[config.mk]
export PLATFORM = sky130hd
export DESIGN_NAME = indirect_register_access_bridge
export DESIGN_NICKNAME = d
export VERILOG_FILES = /design/src/rtl/bridge_pkg.sv /design/src/rtl/indirect_register_access_bridge.sv
export SDC_FILE = /design/constraint.sdc
export NUM_CORES = 1
export LEC_CHECK = 0
export BUFFER_PORTS_ARGS = -buffer_cell sky130_fd_sc_hd__buf_2
export CORE_ASPECT_RATIO = 1.1
export CORE_MARGIN = 2
export CORE_UTILIZATION = 30
export CTS_CLUSTER_DIAMETER = 80
export DETAILED_ROUTE_END_ITERATION = 8
export GPL_ROUTABILITY_DRIVEN = 0
export PLACE_DENSITY = 0.46
export SYNTH_ARGS = -nofsm -noshare
export SYNTH_HDL_FRONTEND = slang
export SYNTH_SLANG_ARGS = --single-unit
[constraint.sdc]
create_clock -name clk -period 3.88 [get_ports clk]
set_input_delay 0.776 -clock clk [delete_from_list [all_inputs] [get_ports clk]]
set_output_delay 0.776 -clock clk [all_outputs]
set_load 0.01 [all_outputs]
[src/rtl/bridge_pkg.sv]
// constants and carrier types for the indirect register access bridge
// Summary of operation
// - three-bit analog target code routes accesses; 000 disables, 101 link or broadcast
// - analog auto-step adds one to the offset after each data read or write to a live target
// - with read-start set, writing the offset register strobes a read to the block
// - with read-start and auto-step set, each data read also strobes a read
// - an 8-bit offset picks the register inside the chosen analog block
// - writing the data window writes that byte to the block at the offset
// - reading the data window returns the block register at the offset
// - two-bit bus target: controller, id sram, config data, die id; last two read-only
// - bus auto-step adds 0x4 for the controller, 0x1 otherwise, after each transfer
// - setting bus read-start begins a read at the programmed address and target
// - the returned word lands in the four bus data bytes
// - hardware clears bus read-start once the read completes
// - the bus enable bit opens the internal bus path; target field picks slave
// - bus address is the byte at 0x49 as low half, next byte high half
// - bus data is four bytes, least significant first, msb at 0x4E
package bridge_pkg;

    // ------------------------------------------------------------
    // register offsets
    // ------------------------------------------------------------
    localparam logic [7:0] OFS_ANA_CTL   = 8'h40;
    localparam logic [7:0] OFS_ANA_OFS   = 8'h41;
    localparam logic [7:0] OFS_ANA_DATA  = 8'h42;
    localparam logic [7:0] OFS_BUS_CTL   = 8'h48;
    localparam logic [7:0] OFS_BUS_ADR0  = 8'h49;
    localparam logic [7:0] OFS_BUS_ADR1  = 8'h4A;
    localparam logic [7:0] OFS_BUS_DAT0  = 8'h4B;
    localparam logic [7:0] OFS_BUS_DAT3  = 8'h4E;

    // ------------------------------------------------------------
    // field positions
    // ------------------------------------------------------------
    localparam int ANA_SEL_LSB   = 2;
    localparam int ANA_STEP_BIT  = 1;
    localparam int ANA_READ_BIT  = 0;
    localparam int BUS_SEL_LSB   = 3;
    localparam int BUS_STEP_BIT  = 2;
    localparam int BUS_READ_BIT  = 1;
    localparam int BUS_EN_BIT    = 0;

    // ------------------------------------------------------------
    // reset values and codes
    // ------------------------------------------------------------
    localparam logic [7:0]  ANA_CTL_RST   = 8'h00;
    localparam logic [7:0]  ANA_OFS_RST   = 8'h00;
    localparam logic [7:0]  ANA_DATA_RST  = 8'h00;
    localparam logic [15:0] BUS_ADR_RST   = 16'h0000;
    localparam logic [31:0] BUS_DAT_RST   = 32'h00000000;
    localparam logic [2:0]  ANA_SEL_OFF   = 3'h0;
    localparam logic [2:0]  ANA_SEL_LAST  = 3'h5;
    localparam logic [1:0]  BUS_SEL_CTRL  = 2'h0;
    localparam logic [15:0] BUS_STEP_WIDE = 16'h0004;
    localparam logic [15:0] BUS_STEP_ONE  = 16'h0001;

    typedef enum logic [1:0] {
        BUS_IDLE   = 2'b00,
        BUS_SETUP  = 2'b01,
        BUS_ACCESS = 2'b11
    } bus_state_e;

    typedef struct packed {
        logic [2:0] sel;
        logic [7:0] addr;
        logic [7:0] wdata;
        logic       wrStb;
        logic       rdStb;
    } ana_req_s;

    typedef struct packed {
        logic        psel;
        logic        penable;
        logic        pwrite;
        logic [15:0] paddr;
        logic [31:0] pwdata;
        logic [1:0]  target;
    } apb_req_s;

endpackage : bridge_pkg

[src/rtl/indirect_register_access_bridge.sv]
// indirect access bridge from the local register map to analog blocks and the internal bus
`timescale 1ns/10ps
module indirect_register_access_bridge (
    input  wire logic                clk,
    input  wire logic                rst,
    input  wire logic [7:0]          regAddr,
    input  wire logic [7:0]          regWdata,
    input  wire logic                regWr,
    input  wire logic                regRd,
    output logic [7:0]               regRdata,
    output bridge_pkg::ana_req_s     anaReq,
    input  wire logic [7:0]          anaRdata,
    output bridge_pkg::apb_req_s     apbReq,
    input  wire logic                pready,
    input  wire logic [31:0]         prdata
);

    // ------------------------------------------------------------
    // register port decode
    // ------------------------------------------------------------
    wire wrAnaCtl  = regWr && (regAddr == bridge_pkg::OFS_ANA_CTL);
    wire wrAnaOfs  = regWr && (regAddr == bridge_pkg::OFS_ANA_OFS);
    wire wrAnaData = regWr && (regAddr == bridge_pkg::OFS_ANA_DATA);
    wire rdAnaData = regRd && (regAddr == bridge_pkg::OFS_ANA_DATA);
    wire wrBusCtl  = regWr && (regAddr == bridge_pkg::OFS_BUS_CTL);
    wire wrAdr0    = regWr && (regAddr == bridge_pkg::OFS_BUS_ADR0);
    wire wrAdr1    = regWr && (regAddr == bridge_pkg::OFS_BUS_ADR1);
    wire wrDat     = regWr && (regAddr >= bridge_pkg::OFS_BUS_DAT0)
                           && (regAddr <= bridge_pkg::OFS_BUS_DAT3);
    wire [1:0] datLane = 2'(regAddr - bridge_pkg::OFS_BUS_DAT0);

    // ------------------------------------------------------------
    // analog indirect path
    // ------------------------------------------------------------
    logic [7:0]           anaCtl_q;
    logic [7:0]           anaOfs_q;
    logic [7:0]           anaOfs_d;
    logic [7:0]           anaData_q;
    bridge_pkg::ana_req_s anaReq_q;
    bridge_pkg::ana_req_s anaReq_d;

    wire [2:0] anaSel    = anaCtl_q[bridge_pkg::ANA_SEL_LSB +: 3];
    wire       anaStep   = anaCtl_q[bridge_pkg::ANA_STEP_BIT];
    wire       anaRdArm  = anaCtl_q[bridge_pkg::ANA_READ_BIT];
    // reserved codes above the last target reach nothing
    wire       anaLive   = (anaSel != bridge_pkg::ANA_SEL_OFF)
                        && (anaSel <= bridge_pkg::ANA_SEL_LAST);
    wire       anaAccess = anaLive && (wrAnaData || rdAnaData);

    always_comb begin
        anaOfs_d = anaOfs_q;
        if (wrAnaOfs) begin
            anaOfs_d = regWdata;
        end else if (anaAccess && anaStep) begin
            anaOfs_d = anaOfs_q + 8'h01;
        end
    end

    always_comb begin
        anaReq_d       = anaReq_q;
        // a control write steers the very next access, so sel must not lag
        anaReq_d.sel   = wrAnaCtl ? regWdata[bridge_pkg::ANA_SEL_LSB +: 3] : anaSel;
        anaReq_d.addr  = anaOfs_d;
        anaReq_d.wrStb = 1'b0;
        anaReq_d.rdStb = 1'b0;
        if (wrAnaData && anaLive) begin
            // write goes out at the offset it was aimed at, before any step
            anaReq_d.addr  = anaOfs_q;
            anaReq_d.wdata = regWdata;
            anaReq_d.wrStb = 1'b1;
        end else if (wrAnaOfs && anaRdArm && anaLive) begin
            anaReq_d.rdStb = 1'b1;
        end else if (rdAnaData && anaRdArm && anaStep && anaLive) begin
            anaReq_d.rdStb = 1'b1;
        end
    end

    always_ff @(posedge clk) begin
        if (rst) begin
            anaCtl_q  <= bridge_pkg::ANA_CTL_RST;
            anaOfs_q  <= bridge_pkg::ANA_OFS_RST;
            anaData_q <= bridge_pkg::ANA_DATA_RST;
            anaReq_q  <= '0;
        end else begin
            if (wrAnaCtl) begin
                anaCtl_q <= regWdata;
            end
            if (wrAnaData) begin
                anaData_q <= regWdata;
            end
            anaOfs_q <= anaOfs_d;
            anaReq_q <= anaReq_d;
        end
    end

    // ------------------------------------------------------------
    // internal bus master
    // ------------------------------------------------------------
    bridge_pkg::bus_state_e state_q;
    bridge_pkg::bus_state_e state_d;
    logic [4:0]             busCtl_q;
    logic [15:0]            busAdr_q;
    logic [31:0]            busDat_q;
    bridge_pkg::apb_req_s   apbReq_q;

    wire [1:0] busSel   = busCtl_q[bridge_pkg::BUS_SEL_LSB +: 2];
    wire       busStep  = busCtl_q[bridge_pkg::BUS_STEP_BIT];
    wire       busRdReq = busCtl_q[bridge_pkg::BUS_READ_BIT];
    wire       busEn    = busCtl_q[bridge_pkg::BUS_EN_BIT];
    wire       busIdle  = (state_q == bridge_pkg::BUS_IDLE);
    // read-only targets never see a write
    wire       busWrOk  = !busSel[1];
    wire       wrMsb    = wrDat && (datLane == 2'h3);
    wire       startRd  = busIdle && busEn && busRdReq;
    wire       startWr  = busIdle && busEn && wrMsb && busWrOk && !busRdReq;
    wire       busDone  = (state_q == bridge_pkg::BUS_ACCESS) && pready;
    wire       rdDone   = busDone && !apbReq_q.pwrite;
    wire [15:0] busStepAmt = (busSel == bridge_pkg::BUS_SEL_CTRL) ?
                             bridge_pkg::BUS_STEP_WIDE : bridge_pkg::BUS_STEP_ONE;
    // a new enable written with read-start takes effect at once
    wire       ctlEn    = regWdata[bridge_pkg::BUS_EN_BIT];
    wire       ctlRd    = regWdata[bridge_pkg::BUS_READ_BIT] && ctlEn;

    always_comb begin
        state_d = state_q;
        case (state_q)
            bridge_pkg::BUS_IDLE: begin
                if (startRd || startWr) begin
                    state_d = bridge_pkg::BUS_SETUP;
                end
            end
            bridge_pkg::BUS_SETUP: begin
                state_d = bridge_pkg::BUS_ACCESS;
            end
            bridge_pkg::BUS_ACCESS: begin
                if (pready) begin
                    state_d = bridge_pkg::BUS_IDLE;
                end
            end
            default: begin
                state_d = bridge_pkg::BUS_IDLE;
            end
        endcase
    end

    always_ff @(posedge clk) begin
        if (rst) begin
            state_q <= bridge_pkg::BUS_IDLE;
            busCtl_q <= 5'h00;
            busAdr_q <= bridge_pkg::BUS_ADR_RST;
            busDat_q <= bridge_pkg::BUS_DAT_RST;
            apbReq_q <= '0;
        end else begin
            state_q <= state_d;
            if (wrBusCtl && !rdDone) begin
                busCtl_q <= {regWdata[4:2], ctlRd, ctlEn};
            end else if (wrBusCtl) begin
                // completion clears read-start but keeps the other new fields
                busCtl_q <= {regWdata[4:2], 1'b0, ctlEn};
            end else if (busDone && !apbReq_q.pwrite) begin
                busCtl_q[bridge_pkg::BUS_READ_BIT] <= 1'b0;
            end else if (!busEn) begin
                busCtl_q[bridge_pkg::BUS_READ_BIT] <= 1'b0;
            end
            if (busDone && busStep) begin
                busAdr_q <= busAdr_q + busStepAmt;
            end else if (wrAdr0) begin
                busAdr_q[7:0] <= regWdata;
            end else if (wrAdr1) begin
                busAdr_q[15:8] <= regWdata;
            end
            if (busDone && !apbReq_q.pwrite) begin
                busDat_q <= prdata;
            end else if (wrDat) begin
                busDat_q[datLane*8 +: 8] <= regWdata;
            end
            if (busIdle && (startRd || startWr)) begin
                apbReq_q.target <= busSel;
                apbReq_q.psel   <= 1'b1;
                apbReq_q.pwrite <= startWr;
                apbReq_q.paddr  <= busAdr_q;
                apbReq_q.pwdata <= startWr ? {regWdata, busDat_q[23:0]} : busDat_q;
            end else if (state_q == bridge_pkg::BUS_SETUP) begin
                apbReq_q.penable <= 1'b1;
            end else if (busDone) begin
                apbReq_q.psel    <= 1'b0;
                apbReq_q.penable <= 1'b0;
            end
        end
    end

    // ------------------------------------------------------------
    // read-back
    // ------------------------------------------------------------
    logic [7:0] regRdata_q;
    logic [7:0] rdMux;

    always_comb begin
        rdMux = 8'h00;
        if (regAddr == bridge_pkg::OFS_ANA_CTL) begin
            rdMux = anaCtl_q;
        end else if (regAddr == bridge_pkg::OFS_ANA_OFS) begin
            rdMux = anaOfs_q;
        end else if (regAddr == bridge_pkg::OFS_ANA_DATA) begin
            // live contents; unselected target reads back the last byte written
            rdMux = anaLive ? anaRdata : anaData_q;
        end else if (regAddr == bridge_pkg::OFS_BUS_CTL) begin
            rdMux = {3'h0, busCtl_q};
        end else if (regAddr == bridge_pkg::OFS_BUS_ADR0) begin
            rdMux = busAdr_q[7:0];
        end else if (regAddr == bridge_pkg::OFS_BUS_ADR1) begin
            rdMux = busAdr_q[15:8];
        end else if (wrDat || (regRd && (regAddr >= bridge_pkg::OFS_BUS_DAT0)
                                     && (regAddr <= bridge_pkg::OFS_BUS_DAT3))) begin
            rdMux = busDat_q[datLane*8 +: 8];
        end
    end

    always_ff @(posedge clk) begin
        if (rst) begin
            regRdata_q <= 8'h00;
        end else begin
            regRdata_q <= regRd ? rdMux : 8'h00;
        end
    end

    assign regRdata = regRdata_q;
    assign anaReq   = anaReq_q;
    assign apbReq   = apbReq_q;

    // ------------------------------------------------------------
    // checks
    // ------------------------------------------------------------
    property p_sel_off;
        @(posedge clk) disable iff (rst)
        (anaSel == bridge_pkg::ANA_SEL_OFF) |=> !anaReq_q.wrStb && !anaReq_q.rdStb;
    endproperty
    a_sel_off: assert property (p_sel_off) else $error("strobe with target off");

    property p_ana_step;
        @(posedge clk) disable iff (rst)
        (anaLive && anaStep && rdAnaData && !wrAnaOfs) |=> anaOfs_q == $past(anaOfs_q) + 8'h01;
    endproperty
    a_ana_step: assert property (p_ana_step) else $error("analog offset did not step");

    property p_ofs_strobe;
        @(posedge clk) disable iff (rst)
        (wrAnaOfs && anaRdArm && anaLive) |=> anaReq_q.rdStb && anaReq_q.addr == anaOfs_q;
    endproperty
    a_ofs_strobe: assert property (p_ofs_strobe) else $error("no read strobe on offset");

    property p_data_strobe;
        @(posedge clk) disable iff (rst)
        (rdAnaData && anaRdArm && anaStep && anaLive) |=> anaReq_q.rdStb;
    endproperty
    a_data_strobe: assert property (p_data_strobe) else $error("no prefetch strobe");

    property p_ana_write;
        @(posedge clk) disable iff (rst)
        (wrAnaData && anaLive) |=> anaReq_q.wrStb && anaReq_q.wdata == $past(regWdata)
                                   && anaReq_q.addr == $past(anaOfs_q);
    endproperty
    a_ana_write: assert property (p_ana_write) else $error("analog write lost");

    property p_ro_target;
        @(posedge clk) disable iff (rst)
        apbReq_q.psel && apbReq_q.pwrite |-> !apbReq_q.target[1];
    endproperty
    a_ro_target: assert property (p_ro_target) else $error("write to read-only target");

    property p_rd_start;
        @(posedge clk) disable iff (rst)
        startRd |=> apbReq_q.psel && !apbReq_q.penable && !apbReq_q.pwrite
                    ##1 apbReq_q.penable;
    endproperty
    a_rd_start: assert property (p_rd_start) else $error("read did not start");

    property p_rd_done;
        @(posedge clk) disable iff (rst)
        (busDone && !apbReq_q.pwrite) |=> busDat_q == $past(prdata) && !busRdReq;
    endproperty
    a_rd_done: assert property (p_rd_done) else $error("read data or flag wrong");

    property p_bus_step;
        @(posedge clk) disable iff (rst)
        (busDone && busStep && busSel == bridge_pkg::BUS_SEL_CTRL) |=>
            busAdr_q == $past(busAdr_q) + bridge_pkg::BUS_STEP_WIDE;
    endproperty
    a_bus_step: assert property (p_bus_step) else $error("bus address step wrong");

    property p_no_enable;
        @(posedge clk) disable iff (rst)
        (busIdle && !busEn) |=> !apbReq_q.psel;
    endproperty
    a_no_enable: assert property (p_no_enable) else $error("transfer while disabled");

    property p_ofs_load;
        @(posedge clk) disable iff (rst)
        wrAnaOfs |=> anaOfs_q == $past(regWdata);
    endproperty
    a_ofs_load: assert property (p_ofs_load) else $error("offset not loaded");

    property p_write_step;
        @(posedge clk) disable iff (rst)
        (wrAnaData && anaLive && anaStep) |=> anaOfs_q == $past(anaOfs_q) + 8'h01;
    endproperty
    a_write_step: assert property (p_write_step) else $error("no step after write");

    property p_read_data;
        @(posedge clk) disable iff (rst)
        (rdAnaData && anaLive) |=> regRdata_q == $past(anaRdata);
    endproperty
    a_read_data: assert property (p_read_data) else $error("analog read data wrong");

    property p_bus_step_one;
        @(posedge clk) disable iff (rst)
        (busDone && busStep && busSel != bridge_pkg::BUS_SEL_CTRL) |=>
            busAdr_q == $past(busAdr_q) + bridge_pkg::BUS_STEP_ONE;
    endproperty
    a_bus_step_one: assert property (p_bus_step_one) else $error("narrow step wrong");

    property p_adr_low;
        @(posedge clk) disable iff (rst)
        (wrAdr0 && !(busDone && busStep)) |=> busAdr_q[7:0] == $past(regWdata);
    endproperty
    a_adr_low: assert property (p_adr_low) else $error("address low byte lost");

    property p_dat_msb;
        @(posedge clk) disable iff (rst)
        (wrMsb && !rdDone) |=> busDat_q[31:24] == $past(regWdata);
    endproperty
    a_dat_msb: assert property (p_dat_msb) else $error("data top byte lost");

    property p_hold_req;
        @(posedge clk) disable iff (rst)
        (apbReq_q.psel && !busDone) |=> apbReq_q.psel && $stable(apbReq_q.paddr)
            && $stable(apbReq_q.target) && $stable(apbReq_q.pwrite);
    endproperty
    a_hold_req: assert property (p_hold_req) else $error("request moved mid transfer");

    property p_en_clear;
        @(posedge clk) disable iff (rst)
        !busEn |-> !busRdReq;
    endproperty
    a_en_clear: assert property (p_en_clear) else $error("read-start set while disabled");

endmodule : indirect_register_access_bridge

**Word-level counts from Yosys, hierarchy flattened**

Index checks and enable logic that the tools add are counted.

- $add $sub $neg: 4
- Multipliers: 0
- Div/mod/pow operators: 0
- $lt $le $gt $ge: 3
- Eq/ne operators: 14
- Shift-type cells: 3
- Muxes and demuxes: 36
- Bitwise logic cells: 2
- Reduce and logical (&&, ||, !) cells: 54

Operators by type and width:

| kind | number |
|---|---|
| 2-to-1 mux 8 bit | 13 |
| 2-to-1 mux 32 bit | 3 |
| == test 8 x 7 -> 1 bit, second input constant | 6 |
| negation 5 -> 34 bit | 1 |
| variable shift 8 x 34 -> 32 bit, first input constant | 1 |
| variable part select 8 x 34 -> 32 bit | 1 |
| bitwise mux 32 bit | 1 |
| logical AND 1 bit | 32 |
| variable part select 32 x 6 -> 8 bit | 1 |
| 2-to-1 mux 17 bit | 1 |
| adder 16 x 3 -> 16 bit | 1 |
| 2-to-1 mux 16 bit | 1 |
| nonzero test 2 bit | 6 |
| 2-to-1 mux 1 bit | 9 |
| 2-to-1 mux 3 bit | 3 |
| adder 8 x 1 -> 8 bit, second input constant | 1 |
| greater-or-equal comparator 8 x 7 -> 1 bit, second input constant | 1 |
| less-or-equal comparator 8 x 7 -> 1 bit, second input constant | 1 |
| AND reduction 2 bit | 4 |
| 2-to-1 mux 2 bit | 3 |
| one-hot mux 2 bit (3 select lines) | 1 |
| 2-to-1 mux 5 bit | 1 |
| == test 2 bit, second input constant | 2 |
| logical NOT 1 bit | 4 |
| other kinds (11) | 18 |

- Flip-flop bits (word level): 161
- Latch bits: 0
- RAM bits: 0
- Memory bits (read-only): 0
- Input bits: 61
- Output and inout port bits: 82
- Word-level logic and storage cells: 137
- Memories kept: 0

**Depth between registers and ports, before layout**

- Depth after elaboration: 11
- Gate-level depth with buffers: 11
- Depth with buffers taken out: 8

**Least setup slack after synthesis**

OpenSTA, ideal clock, no wires.

- Path type: in2reg
- Start: input regAddr[0]
- End: register busDat_q[10]
- Setup time: 0.122 ns
- Arrival time: 2.885 ns
- Data required time: 3.758 ns
- Slack: 0.873 ns
- Stages on the path: 10
- Buffers on the path: 3
- Cells stage by stage: buf_1 inv_1 ha_1 clkbuf_1 and3b_1 nor3_4 and3_1 and4_1 buf_2 a221o_1

- Longest elaborated chain between the ends: 6

Ends and longest elaborated chain:

| what | line | text |
|---|---|---|
| from (decl) | indirect_register_access_bridge.sv:6 | `input wire logic [7:0] regAddr,` |
| subtractor 2 bit | indirect_register_access_bridge.sv:30 | `wire [1:0] datLane = 2'(regAddr - bridge_pkg::OFS_BUS_DAT0);` |
| negation 5 -> 34 bit | indirect_register_access_bridge.sv:175 | `busDat_q[datLane*8 +: 8] <= regWdata;` |
| variable part select 8 x 34 -> 32 bit or variable shift 8 x 34 -> 32 bit (tied branches) | indirect_register_access_bridge.sv:175 |  |
| bitwise mux 32 bit | indirect_register_access_bridge.sv:175 |  |
| 2-to-1 mux 32 bit | indirect_register_access_bridge.sv:174 | `end else if (wrDat) begin` |
| 2-to-1 mux 32 bit | indirect_register_access_bridge.sv:172 | `if (busDone && !apbReq_q.pwrite) begin` |
| to (signal assigned) | indirect_register_access_bridge.sv:151 | `busDat_q <= bridge_pkg::BUS_DAT_RST;` |
| to (signal assigned) | indirect_register_access_bridge.sv:173 | `busDat_q <= prdata;` |
| to (signal, indexed assignment) | indirect_register_access_bridge.sv:175 |  |
| to (decl) | indirect_register_access_bridge.sv:103 | `logic [31:0] busDat_q;` |

Several ways; a longest one is shown, not always the timed one. The select of a mux whose other input is x is not followed.
A chain may end at the register's enable or synchronous reset.

**Worst setup path after layout**

- Start: input regAddr[0]
- End: register regRdata_q[2] (netlist: regRdata[2])

- Longest elaborated chain between the ends: 11

Ends and longest elaborated chain:

| what | line | text |
|---|---|---|
| parallel branches: the longest is 10 deep, another holds subtractor 2 bit | n/a |  |
| 2-to-1 mux 8 bit (*) | indirect_register_access_bridge.sv:200 | `if (regAddr == bridge_pkg::OFS_ANA_CTL) begin` |
| to (signal assigned) | indirect_register_access_bridge.sv:223 | `regRdata_q <= regRd ? rdMux : 8'h00;` |
| to (decl) | indirect_register_access_bridge.sv:195 | `logic [7:0] regRdata_q;` |

Mark *: on every way between the ends.

==> results.txt <==
The run finished with clean final reports. The maximum frequency from static timing analysis came out at 330 MHz. The clock tree from TritonCTS is done. The area of the multi-input gates came out at 4440 sq um. The worst setup path is launched from a primary input.

The net count of the mapped netlist came out at 1,081. The standby leakage power is 4.03 nW. After synthesis, the cell types taking the most area are sky130_fd_sc_hd__dfxtp_1 40%, sky130_fd_sc_hd__nand2_1 9.5%, sky130_fd_sc_hd__a21oi_1 5.1%. The detailed-router iteration count before antenna repair came out at 6. The remaining routing DRC violations is 0.

STA classifies the critical path endpoint as a register. The total power divided by cell area came out at 368 nW/um^2. The biggest fanout along the worst timing path is 17. The wire length per cell came out at 19.7 microns. The critical path arrival came out at 3330 ps.

The vias after detailed routing is 7,735. The layout-stage area growth over the synthesis result is 19.6%. The first routing iteration left 648 violations. The startpoint of the tightest hold check path is apbReq[52]$_SDFFE_PP0P_. The largest individual stage delay along the critical path comes from the cell sky130_fd_sc_hd__ha_1. The total of buffers placed on input and output ports came out at 142.

The number of setup violations in the final report came out at 0. In this run, synthesis inferred 0 flip-flops with an integrated enable. The number of pins with negative max-slew slack in the final report is 0.

The reported max-cap violation count is 0. Clock skew on the completed layout was measured at 11.8 ps. The count of unique library cells instantiated by Yosys is 68. In this run the clock root is driven by a sky130_fd_sc_hd__clkbuf_16. Broken down by cell family, the worst path's largest delay share belongs to adder cells. The clock passes through at most 2 buffers.

Averaged over all synthesized cells, the footprint is 7.98 sq um. Counting the buffers created by CTS gives 17. The clock-pin slew on the worst setup and hold paths came out at 70 ps.

Dividing the detail-routed via count by the number of cells gives 5.25. Summed over all failing endpoints, the final setup total negative slack is 0 ps. The initial antenna violation count came out at 1.

The most frequent cell after synthesis is sky130_fd_sc_hd__nand2_1. Counting every sink on the clock net gives 161. The min-delay analysis places its worst path in the category reg -> reg.

The relative max-transition margin came out at 0.379. The final total power is 3.54 mW. Once placement completed, the tool counted placed cells totaling 1,440. The cell repeated most along the worst path is sky130_fd_sc_hd__inv_1. The commonest cells after synthesis are 203 x sky130_fd_sc_hd__nand2_1, 161 x sky130_fd_sc_hd__dfxtp_1, 98 x sky130_fd_sc_hd__nor2_1.

The standard cell core area is 26,200 sq um. Of the available clock period, the critical path in the final layout requires 0.782. Counting I/O delays and the setup requirement, the final critical path takes 3030 ps. The share of synthesized area occupied by flip-flops and latches is 0.401. The dominant synthesized flop cell is sky130_fd_sc_hd__dfxtp_1. After detailed routing, the total wire length is 29,000 microns. The overall track demand over capacity in global routing came out at 0.206.

The layout has 2,822 filler cells. The remaining number of nets flagged by the antenna check after routing came out at 0. The slack of the worst reg-to-reg path came out at 1450 ps. Of the post-synthesis cell area, the dominant cell type holds 0.401. The hold violation total from the final report came out at 0. The critical path starts at regAddr[0]. The number of setup buffers added after CTS is 0. The signal on the critical path passes through buf_2 -> inv_1 -> ha_1 -> mux4_2 -> inv_1 -> o32ai_1 -> a221oi_1 -> o31ai_1.

The critical path in this run is classified as in -> reg. The required arrival time at the worst endpoint came out at 4170 ps. The global-route wire length before repair came out at 44,700 microns. The number of buffers inserted for hold repair after clock tree synthesis came out at 0. The via count of the first global-routing pass is 7,516. The die covers 28,100 sq um. The post-cts sizing count came out at 0. At the later pin of the worst-skew pair, clock insertion delay measures 430 ps. The synthesized instance count came out at 1,008.

The Yosys step of the flow raised 0 warnings. The die span in y came out at 176 microns. The number of standard cells in the final layout excluding fillers came out at 1,473. The pin count of the biggest net entering global routing came out at 83. The cell area that synthesis handed to floorplanning was 8040 sq um.

Setup repair after global routing left no endpoint under its margin. Counting flops with an async set or reset pin after synthesis yields a share of 0. The width of the die came out at 160 microns. The peak per-stage delay on the critical path is 690 ps. The number of placement rows came out at 62. The count of buffer and inverter cells on the critical path came out at 3. The startpoint identified for the worst register-to-register timing path is busCtl_q[4]$_SDFFE_PP0P_. Summed over all layers, the global routing overflow is 0.

The sequential cell area came out at 3220 sq um. IR analysis of the VDD net gives a maximum drop of 248 uV. After legalization and detailed placement, the total HPWL measured 20,400 microns. The net count of the finished layout is 1,180. Synthesis inferred 161 register bits. In the final layout, the share of cells above drive strength 1 is 0.198. The starting density of the core came out at 0.307. sky130_fd_sc_hd__dfxtp_1 takes more of the synthesized area than any other cell. The slew at the pin closest to its max-slew limit came out at 931 ps.

The count of H-tree levels built during CTS came out at 4. The top-level I/O count came out at 143.
-- state kept, by name (all words and copies together) (netlist names) --
name and cells:
anaCtl_q 8, anaData_q 8, anaOfs_q 8, anaReq 21, apbReq 53, busAdr_q 16
busCtl_q 5, busDat_q 32, regRdata 8, state_q 2
-- tightest hold or removal path, cell delays in order (launching register included) --
cell and delay [ps]:
sky130_fd_sc_hd__dfxtp_1 310, sky130_fd_sc_hd__nand2_1 50, sky130_fd_sc_hd__a21oi_1 50
-- where the power goes --
part           switching [mW]  internal [mW]
Combinational           0.139         0.0581
Clock                   0.806          0.880
Sequential            0.00130           1.65
Total                   0.947           2.59
-- final timing paths --
path / end / cells after the start
setup / recovery: regRdata[2]$_SDFF_PP0_ / 8
hold reg to reg: apbReq[52]$_SDFFE_PP0P_ / 2
hold / removal: apbReq[52]$_SDFFE_PP0P_ / 2
setup reg to reg: busAdr_q[15]$_SDFFE_PP0P_ / 8
-- through the flow --
stage | instance area [sq um] | hold WS [ps] | worst slack, ps | util
after floorplan | 8040 | 427 | 873 | -
after global placement | 9040 | 443 | 497 | 0.345
after detailed placement | 9040 | 445 | 456 | 0.345
after CTS | 9610 | 455 | 920 | 0.367
after global routing | 9610 | 477 | 719 | 0.367
final | 9610 | 453 | 846 | 0.367
-- cell usage in the layout (no fill, tap or decap), types with 6 or more instances in the layout --
master / netlist / final
sky130_fd_sc_hd__nand2_1: 203 / 203
sky130_fd_sc_hd__dfxtp_1: 161 / 161
sky130_fd_sc_hd__buf_2: 7 / 141
sky130_fd_sc_hd__nor2_1: 98 / 98
sky130_fd_sc_hd__a21oi_1: 82 / 82
sky130_fd_sc_hd__nand3_1: 47 / 47
sky130_fd_sc_hd__mux2i_1: 41 / 41
sky130_fd_sc_hd__o21ai_0: 26 / 26
sky130_fd_sc_hd__nor3_1: 21 / 21
sky130_fd_sc_hd__a31oi_1: 21 / 21
sky130_fd_sc_hd__and3_1: 19 / 19
sky130_fd_sc_hd__buf_4: 5 / 19
sky130_fd_sc_hd__inv_1: 17 / 17
sky130_fd_sc_hd__nand4_1: 17 / 17
sky130_fd_sc_hd__clkbuf_16: 0 / 17
sky130_fd_sc_hd__a211oi_1: 16 / 16
sky130_fd_sc_hd__ha_1: 12 / 12
sky130_fd_sc_hd__nor2b_1: 9 / 9
sky130_fd_sc_hd__mux4_2: 8 / 8
sky130_fd_sc_hd__a221o_1: 7 / 7
sky130_fd_sc_hd__o221a_1: 7 / 7
sky130_fd_sc_hd__o32ai_1: 7 / 7
sky130_fd_sc_hd__xor2_1: 6 / 6
sky130_fd_sc_hd__mux2_2: 6 / 6
sky130_fd_sc_hd__o31ai_1: 6 / 6
-- kinds of logic (layout without fill, tap and decap cells) --
logic type / Yosys count / count (layout) / share of synthesized area
AOI/OAI and AO/OA: 212 / 212 / 0.174
xor gates and xnor gates: 8 / 8 / 0.00871
adders and majority gates: 12 / 12 / 0.0187
buffers and inverters: 98 / 210 / 0.0492
DFF: 161 / 161 / 0.401
muxes: 55 / 55 / 0.0818
other: 0 / 1 / 0
and+or+nand+nor: 462 / 462 / 0.267
-- layout make-up --
type	count	share of cell area
multi-input combinational	749	0.462
sequential	161	0.335
timing repair buffer	161	0.0903
clock buffer	19	0.0471
tap	352	0.0458
clock inverter	13	0.0125
inverter	17	0.00664
antenna	1	0.000260
-- per-layer routing --
metal,share of wire,GRT usage,wire (microns)
met5,0,0,0
met4,0.020,0.0623,595
met3,0.048,0.0359,1390
met2,0.46,0.334,13400
met1,0.47,0.280,13700
Note: power is estimated with default switching activity, not from simulation.
